### config.mk
export PLATFORM = sky130hd
export DESIGN_NAME = fifo_host
export DESIGN_NICKNAME = d
export VERILOG_FILES = /design/src/fifo_host_pkg.sv /design/src/pin_sync.sv /design/src/fifo_host.sv
export VERILOG_INCLUDE_DIRS = /design/src
export SDC_FILE = /design/constraint.sdc
export NUM_CORES = 1
export LEC_CHECK = 0
export ABC_AREA = 1
export BUFFER_PORTS_ARGS = -buffer_cell sky130_fd_sc_hd__buf_4
export CAP_MARGIN = 40
export CORE_ASPECT_RATIO = 1.5
export CORE_UTILIZATION = 47
export CTS_CLUSTER_SIZE = 16
export DETAILED_ROUTE_END_ITERATION = 8
export GPL_TIMING_DRIVEN = 0
export HOLD_SLACK_MARGIN = 0.03
export PLACE_DENSITY = 0.75
export SLEW_MARGIN = 20
export SYNTH_ARGS = -nofsm -noshare
export SYNTH_HDL_FRONTEND = slang
export SYNTH_SLANG_ARGS = --single-unit
### constraint.sdc
create_clock -name sys_clk -period 4 [get_ports sys_clk]
set_clock_uncertainty 0.1 [all_clocks]
set_input_delay 0.2 -clock sys_clk [delete_from_list [all_inputs] [get_ports sys_clk]]
set_output_delay 0.2 -clock sys_clk [all_outputs]
set_load 0.02 [all_outputs]
### src/fifo_host_defs.svh
/*
  Constants of the strobe-driven FIFO host controller: register offsets,
  field positions and pin timing counts.
  Assumes a 20 MHz system clock and the slower speed grade of the device.
*/
// How it works
// - clear once before any push
// - strobes high around clear rising edge
// - push only when not full; hold data
// - strobes high during rewind pulse
`ifndef FIFO_HOST_DEFS_SVH
`define FIFO_HOST_DEFS_SVH

`define DATA_W           9
`define ADDR_W           4

`define REG_CTRL         4'h0
`define REG_PUSH         4'h4
`define REG_POP          4'h8
`define REG_STATUS       4'hC

`define CTRL_CLEAR       0
`define CTRL_REWIND      1
`define CTRL_CHAIN       2
`define CTRL_FIRST       3

`define ST_BUSY          0
`define ST_FULL_N        1
`define ST_EMPTY_N       2
`define ST_HALF_N        3
`define ST_CLEARED       4
`define ST_REFUSED       5
`define ST_VALID         6
`define POP_VALID        9

`define CLK_PERIOD_NS    50
`define T_CLEAR_NS       20
`define T_PULSE_NS       20
`define T_READ_NS        20
`define T_FLAG_NS        30
`define SYNC_STAGES      2
`define CYC(ns)          (((ns) + `CLK_PERIOD_NS - 1) / `CLK_PERIOD_NS)
`define CLEAR_CYC        `CYC(`T_CLEAR_NS)
`define PULSE_CYC        `CYC(`T_PULSE_NS)
`define POP_LOW_CYC      (`CYC(`T_READ_NS) + `SYNC_STAGES)
`define SETTLE_CYC       (`CYC(`T_FLAG_NS) + `SYNC_STAGES)

`endif

### src/fifo_host_pkg.sv
/*
  Types of the FIFO host controller.
  Assumes nothing beyond the defs header.
*/
package fifo_host_pkg;
  typedef enum logic [2:0] {
    ST_IDLE,
    ST_CLEAR,
    ST_PUSH,
    ST_POP,
    ST_REWIND,
    ST_SETTLE
  } host_state_t;
endpackage

### src/pin_sync.sv
/*
  Two-flop synchroniser for a bundle of pin inputs.
  Assumes each bit is an independent level, or a bus held stable long enough.
*/
`timescale 1ns/1ps
`default_nettype none
`include "fifo_host_defs.svh"

module pin_sync #(
  parameter int WIDTH = 1
) (
  input  wire logic             sys_clk,
  input  wire logic             rst_n,
  input  wire logic [WIDTH-1:0] pin_in,
  output logic      [WIDTH-1:0] pin_sync_out
);
  logic [WIDTH-1:0] meta_reg;

  genvar i;
  generate
    for (i = 0; i < WIDTH; i++) begin : g_bit
      always_ff @(posedge sys_clk or negedge rst_n) begin
        if (!rst_n) begin
          meta_reg[i]     <= 1'b0;
          pin_sync_out[i] <= 1'b0;
        end else begin
          meta_reg[i]     <= pin_in[i];
          pin_sync_out[i] <= meta_reg[i];
        end
      end
    end
  endgenerate
endmodule // pin_sync

`default_nettype wire

### src/fifo_host.sv
/*
  Host controller for one strobe-driven asynchronous FIFO channel: it turns
  register commands into clear, push, pop and rewind pin sequences.
  Assumes the device flags and output bus arrive asynchronously, and that
  software reaches the controller over the plain register port.
*/
`timescale 1ns/1ps
`default_nettype none
`include "fifo_host_defs.svh"

module fifo_host (
  input  wire logic               sys_clk,
  input  wire logic               rst_n,
  input  wire logic [`ADDR_W-1:0] reg_addr,
  input  wire logic [31:0]        reg_wdata,
  input  wire logic               reg_wr,
  input  wire logic               reg_rd,
  output logic      [31:0]        reg_rdata,
  output logic                    clear_n,
  output logic                    push_n,
  output logic                    pop_n,
  output logic                    first_load_or_rewind_n,
  output logic      [`DATA_W-1:0] data_in_bus,
  input  wire logic [`DATA_W-1:0] data_out_bus,
  input  wire logic               full_n,
  input  wire logic               empty_n,
  input  wire logic               chain_out_or_half_n
);

  ////////////////////////////////////////////////////////////////////////////
  // pin inputs
  logic [`DATA_W+2:0] sync_out;
  logic [`DATA_W-1:0] dout_s;
  logic               full_s;
  logic               empty_s;
  logic               half_s;

  pin_sync #(.WIDTH(`DATA_W + 3)) u_sync (
    .sys_clk      (sys_clk),
    .rst_n        (rst_n),
    .pin_in       ({chain_out_or_half_n, empty_n, full_n, data_out_bus}),
    .pin_sync_out (sync_out)
  );

  assign dout_s  = sync_out[`DATA_W-1:0];
  assign full_s  = sync_out[`DATA_W];
  assign empty_s = sync_out[`DATA_W+1];
  assign half_s  = sync_out[`DATA_W+2];

  ////////////////////////////////////////////////////////////////////////////
  // sequencer state
  fifo_host_pkg::host_state_t state_reg, state_next;
  logic [3:0]         cnt_reg, cnt_next;
  logic               clear_n_reg, clear_n_next;
  logic               push_n_reg, push_n_next;
  logic               pop_n_reg, pop_n_next;
  logic               rewind_n_reg, rewind_n_next;
  logic               share_reg, share_next;
  logic [`DATA_W-1:0] din_reg, din_next;
  logic [`DATA_W-1:0] dout_reg, dout_next;
  logic               valid_reg, valid_next;
  logic               cleared_reg, cleared_next;
  logic               refused_reg, refused_next;
  logic               chain_reg, chain_next;
  logic               first_reg, first_next;
  logic [31:0]        rdata_reg, rdata_next;

  logic wr_ctrl;
  logic wr_push;
  logic wr_pop;
  logic wr_status;
  logic busy;
  logic refuse;

  assign wr_ctrl   = reg_wr && (reg_addr == `REG_CTRL);
  assign wr_push   = reg_wr && (reg_addr == `REG_PUSH);
  assign wr_pop    = reg_wr && (reg_addr == `REG_POP);
  assign wr_status = reg_wr && (reg_addr == `REG_STATUS);
  assign busy      = (state_reg != fifo_host_pkg::ST_IDLE);

  always_comb begin
    state_next    = state_reg;
    cnt_next      = cnt_reg;
    clear_n_next  = clear_n_reg;
    push_n_next   = push_n_reg;
    pop_n_next    = pop_n_reg;
    rewind_n_next = rewind_n_reg;
    din_next      = din_reg;
    dout_next     = dout_reg;
    valid_next    = valid_reg;
    cleared_next  = cleared_reg;
    chain_next    = chain_reg;
    first_next    = first_reg;
    refuse        = 1'b0;
    unique case (state_reg)
      fifo_host_pkg::ST_IDLE: begin
        cnt_next = 4'h0;
        if (wr_ctrl) begin
          chain_next = reg_wdata[`CTRL_CHAIN];
          first_next = reg_wdata[`CTRL_FIRST];
          if (reg_wdata[`CTRL_CLEAR]) begin
            clear_n_next = 1'b0;
            state_next   = fifo_host_pkg::ST_CLEAR;
          end else if (reg_wdata[`CTRL_REWIND]) begin
            if (chain_reg || reg_wdata[`CTRL_CHAIN]) begin
              refuse = 1'b1;
            end else begin
              rewind_n_next = 1'b0;
              state_next    = fifo_host_pkg::ST_REWIND;
            end
          end
        end else if (wr_push) begin
          if (cleared_reg && full_s) begin
            din_next    = reg_wdata[`DATA_W-1:0];
            push_n_next = 1'b0;
            state_next  = fifo_host_pkg::ST_PUSH;
          end else begin
            refuse = 1'b1;
          end
        end else if (wr_pop) begin
          if (cleared_reg && empty_s) begin
            pop_n_next = 1'b0;
            state_next = fifo_host_pkg::ST_POP;
          end else begin
            refuse = 1'b1;
          end
        end
      end
      fifo_host_pkg::ST_CLEAR: begin
        // strobes idle high for the whole pulse and the settle after it
        cnt_next = cnt_reg + 4'h1;
        if (cnt_reg == 4'(`CLEAR_CYC - 1)) begin
          clear_n_next = 1'b1;
          cleared_next = 1'b1;
          cnt_next     = 4'h0;
          state_next   = fifo_host_pkg::ST_SETTLE;
        end
      end
      fifo_host_pkg::ST_PUSH: begin
        cnt_next = cnt_reg + 4'h1;
        if (cnt_reg == 4'(`PULSE_CYC - 1)) begin
          push_n_next = 1'b1;
          cnt_next    = 4'h0;
          state_next  = fifo_host_pkg::ST_SETTLE;
        end
      end
      fifo_host_pkg::ST_POP: begin
        // held low past the synchroniser so the sampled word is the driven one
        cnt_next = cnt_reg + 4'h1;
        if (cnt_reg == 4'(`POP_LOW_CYC - 1)) begin
          pop_n_next = 1'b1;
          dout_next  = dout_s;
          valid_next = 1'b1;
          cnt_next   = 4'h0;
          state_next = fifo_host_pkg::ST_SETTLE;
        end
      end
      fifo_host_pkg::ST_REWIND: begin
        cnt_next = cnt_reg + 4'h1;
        if (cnt_reg == 4'(`PULSE_CYC - 1)) begin
          rewind_n_next = 1'b1;
          cnt_next      = 4'h0;
          state_next    = fifo_host_pkg::ST_SETTLE;
        end
      end
      fifo_host_pkg::ST_SETTLE: begin
        // waits out recovery and lets the flags reach the synchroniser
        cnt_next = cnt_reg + 4'h1;
        if (cnt_reg == 4'(`SETTLE_CYC - 1)) begin
          cnt_next   = 4'h0;
          state_next = fifo_host_pkg::ST_IDLE;
        end
      end
    endcase
    if (busy && (wr_ctrl || wr_push || wr_pop)) begin
      refuse = 1'b1;
    end
    if (reg_rd && reg_addr == `REG_POP && !(state_reg == fifo_host_pkg::ST_POP &&
        cnt_reg == 4'(`POP_LOW_CYC - 1))) begin
      valid_next = 1'b0;
    end
    // in chained mode the shared pin is a static first-device strap
    share_next   = chain_next ? !first_next : rewind_n_next;
    refused_next = refuse ? 1'b1 :
                   (wr_status && reg_wdata[`ST_REFUSED]) ? 1'b0 : refused_reg;
  end

  ////////////////////////////////////////////////////////////////////////////
  // register read port
  always_comb begin
    rdata_next = 32'h0000_0000;
    if (reg_rd) begin
      unique case (reg_addr)
        `REG_CTRL: begin
          rdata_next[`CTRL_CHAIN] = chain_reg;
          rdata_next[`CTRL_FIRST] = first_reg;
        end
        `REG_PUSH: rdata_next[`DATA_W-1:0] = din_reg;
        `REG_POP: begin
          rdata_next[`DATA_W-1:0] = dout_reg;
          rdata_next[`POP_VALID]  = valid_reg;
        end
        `REG_STATUS: begin
          rdata_next[`ST_BUSY]    = busy;
          rdata_next[`ST_FULL_N]  = full_s;
          rdata_next[`ST_EMPTY_N] = empty_s;
          rdata_next[`ST_HALF_N]  = half_s;
          rdata_next[`ST_CLEARED] = cleared_reg;
          rdata_next[`ST_REFUSED] = refused_reg;
          rdata_next[`ST_VALID]   = valid_reg;
        end
        default: rdata_next = 32'h0000_0000;
      endcase
    end
  end

  always_ff @(posedge sys_clk or negedge rst_n) begin
    if (!rst_n) begin
      state_reg    <= fifo_host_pkg::ST_IDLE;
      cnt_reg      <= 4'h0;
      clear_n_reg  <= 1'b1;
      push_n_reg   <= 1'b1;
      pop_n_reg    <= 1'b1;
      rewind_n_reg <= 1'b1;
      share_reg    <= 1'b1;
      din_reg      <= 9'h000;
      dout_reg     <= 9'h000;
      valid_reg    <= 1'b0;
      cleared_reg  <= 1'b0;
      refused_reg  <= 1'b0;
      chain_reg    <= 1'b0;
      first_reg    <= 1'b0;
      rdata_reg    <= 32'h0000_0000;
    end else begin
      state_reg    <= state_next;
      cnt_reg      <= cnt_next;
      clear_n_reg  <= clear_n_next;
      push_n_reg   <= push_n_next;
      pop_n_reg    <= pop_n_next;
      rewind_n_reg <= rewind_n_next;
      share_reg    <= share_next;
      din_reg      <= din_next;
      dout_reg     <= dout_next;
      valid_reg    <= valid_next;
      cleared_reg  <= cleared_next;
      refused_reg  <= refused_next;
      chain_reg    <= chain_next;
      first_reg    <= first_next;
      rdata_reg    <= rdata_next;
    end
  end

  assign reg_rdata              = rdata_reg;
  assign clear_n                = clear_n_reg;
  assign push_n                 = push_n_reg;
  assign pop_n                  = pop_n_reg;
  assign first_load_or_rewind_n = share_reg;
  assign data_in_bus            = din_reg;
endmodule // fifo_host

`default_nettype wire

==> results.toml <==
[clock_tree]
insertion_delay_ps = 340
cts_tree = "done"
cts_made_buffers = 9
clockBufferDepth = 2
clock-sinks = 69
clk_pin_slew_ps = 70
htreeDepth = 3
cts_resized = 0
cts_root_buf = "clkbuf_8"

[sta]
worst_hold_slack_ps = 45.8
rsz0062_at_grt = "no"
fin_tns_setup_ps = 0
setup_viol = 0
fin_crit_sh = 0.438
slew_viol_final = 0
period_needed_ps = 1750
setup_ws_ps = 2250
hold_viol = 0
max_freq_ghz = 0.571

[place]
dpl_cell_area_um2 = 3580
place_ws_ps = 2240
globalplace.congestion = 0.905
dp_hpwl_um = 4240
dp.cells = 450
port_buffers = 50

[critical_path]
start_kind = "register"
critPathRequiredTime_ps = 4130
worstPathArrival_ps = 1880
cp-end-kind = "register"
cp_cell_sequence = "inv_1 > ha_1 > nand3_1 > or2_4 > buf_6 > mux2_4"
slowest_delay_ps = 430
cp_slowest_cell = "dfrtp_1"
critPathKind = "register to register"
path_max_fanout = 10

[layout]
diodes = 0
final_area_um2 = 4030
num-fill-cells = 481
fin_util = 0.652
seqCellArea_um2 = 1730
area_delta_synth_final_pct = 32.7
layout.nets = 464
final_cells = 487
multi_input_area_um2 = 1060
drive_gt1_frac = 0.303

[global_routing]
grt_pass1_wl_um = 9880
grt_max_degree = 70
grt_pass1_vias = 2288
overflow = 0
grt_antenna_before_repair = 0
grtUsageTotal = 0.198

[run_status]
status = "finished, final reports clean"

[run]
maxCapViolCount = 0

[power_and_ir_drop]
vdd_ir_drop_max_mv = 0.291
power_density_nw_per_um2 = 545
p_leak_nw = 2.15
power_mw = 2.20

[drt]
routedWlPerCell_um = 12.1
vias = 2300
totalWireLength_um = 5910
drc = 0
drt_iter0_drc = 107
drt_pass1_iterations = 4
via_per_inst = 4.72
ant_nets = 0

[hold_path]
hold_class = "input pin to register"

[logic_synthesis]
synthArstFlopShare = 1.00
ys_top_cells_by_area = "dfrtp_1 53%, nand2_1 9.2%, buf_4 5.7%"
synth-seq-cells = 69
synth_top_area_share = 0.528
avgSynthCellArea_um2 = 9.95
yosysWarnings = 0
synth_edf_count = 0
synth_cell_type_count = 34
seq_area_frac_synth = 0.571
synth_cells = 305
syn-cell-area_um2 = 3040
synth_ff_type = "dfrtp_1"
yosys.area.top_type = "dfrtp_1"

[die]
fp.dieH_um = 100
core_um2 = 6170
chipWidth_um = 67.6
fp.dieArea_um2 = 6790
io_pins = 97
core.rowCount = 35
start_util = 0.492
-- report_power, final --
group	switching [mW]	leakage, nW	internal (mW)
clock network	0.255	0.106	0.369
logic	0.361	1.19	0.278
registers	0.0941	0.854	0.839
-- cells in the final DEF (no fill, tap or decap), types with 2 or more instances in the layout --
master / n
a32o_1: 2
a41oi_1: 2
buf_2: 2
buf_4: 73
bufinv_16: 2
clkbuf_8: 10
clkinvlp_4: 2
conb_1: 22
dfrtp_1: 64
dfstp_2: 5
dlygate4sd3_1: 20
ha_1: 4
inv_1: 31
mux2_2: 2
mux2_4: 7
nand2_1: 74
nand2_2: 2
nand3_1: 27
nand3_2: 2
nand4_1: 2
nor2_1: 15
nor2_2: 4
nor2_4: 3
nor3_1: 4
o211ai_1: 3
o21ai_0: 10
o21ai_2: 4
or2_2: 2
-- worst paths after layout --
check	slack [ps]	depth (start not counted)	start	endpoint
max	2250	6	cnt_reg[0]$_DFF_PN0_	dout_reg[3]$_DFFE_PN0P_
min	50	3	reg_rd	reg_rdata[4]$_DFF_PN0_
max reg2reg	2250	6	cnt_reg[0]$_DFF_PN0_	dout_reg[3]$_DFFE_PN0P_
min reg2reg	250	0	u_sync.meta_reg[7]$_DFF_PN0_	u_sync.pin_sync_out[7]$_DFF_PN0_
max in group asynchronous	3010	3	rst_n	pop_n$_DFFE_PN1P_
min in group asynchronous	200	2	rst_n	data_in_bus[7]$_DFFE_PN0P_
-- area by class of cell --
cell class | instances | area share
clock inverters | 5 | 0.0208
well taps | 74 | 0.0230
plain buffers | 26 | 0.0482
multi-input cells | 198 | 0.264
repair buffers | 71 | 0.148
flip-flops and latches | 69 | 0.430
inverters | 33 | 0.0308
clock buffers | 11 | 0.0351
-- routing by layer --
metal  track usage  vias to the layer above  share of wire
li1              -                     1137              -
met1         0.205                     1073           0.38
met2         0.353                       76           0.54
met3        0.0489                       14          0.051
met4         0.106                        0          0.026
met5             0                        -              0
-- cell usage after synthesis (3+ instances only) --
cell       n
buf_4     23
dfrtp_1   64
dfstp_2    5
ha_1       4
inv_1     31
mux2_4     7
nand2_1   74
nand3_1   27
nor2_1    15
nor2_2     4
nor2_4     3
nor3_1     4
o211ai_1   3
o21ai_0   10
o21ai_2    4
-- cells by family (layout without fill, tap and decap cells) --
logic type | count (synthesis) | after routing | synth area share
buf+inv | 59 | 146 | 0.105
compound gates | 24 | 24 | 0.0540
simple gates | 137 | 137 | 0.205
xor+xnor | 2 | 2 | 0.00577
fa+ha+maj | 4 | 4 | 0.0165
mux | 9 | 9 | 0.0420
other cells | 1 | 22 | 0.00124
flops | 69 | 69 | 0.571
-- critical path, delay by kind of cell (launching register included) --
kind | cells | cell delay (ps)
simple gates | 2 | 390
fa+ha+maj | 1 | 170
mux | 1 | 290
buf+inv | 2 | 260
flops | 1 | 430
-- what timing repair did --
action,4_1_cts,5_1_grt
hold buffers,20,0
endpoints found under the hold margin,83,0
setup buffers,0,0
Note: power is estimated with default switching activity, not from simulation.
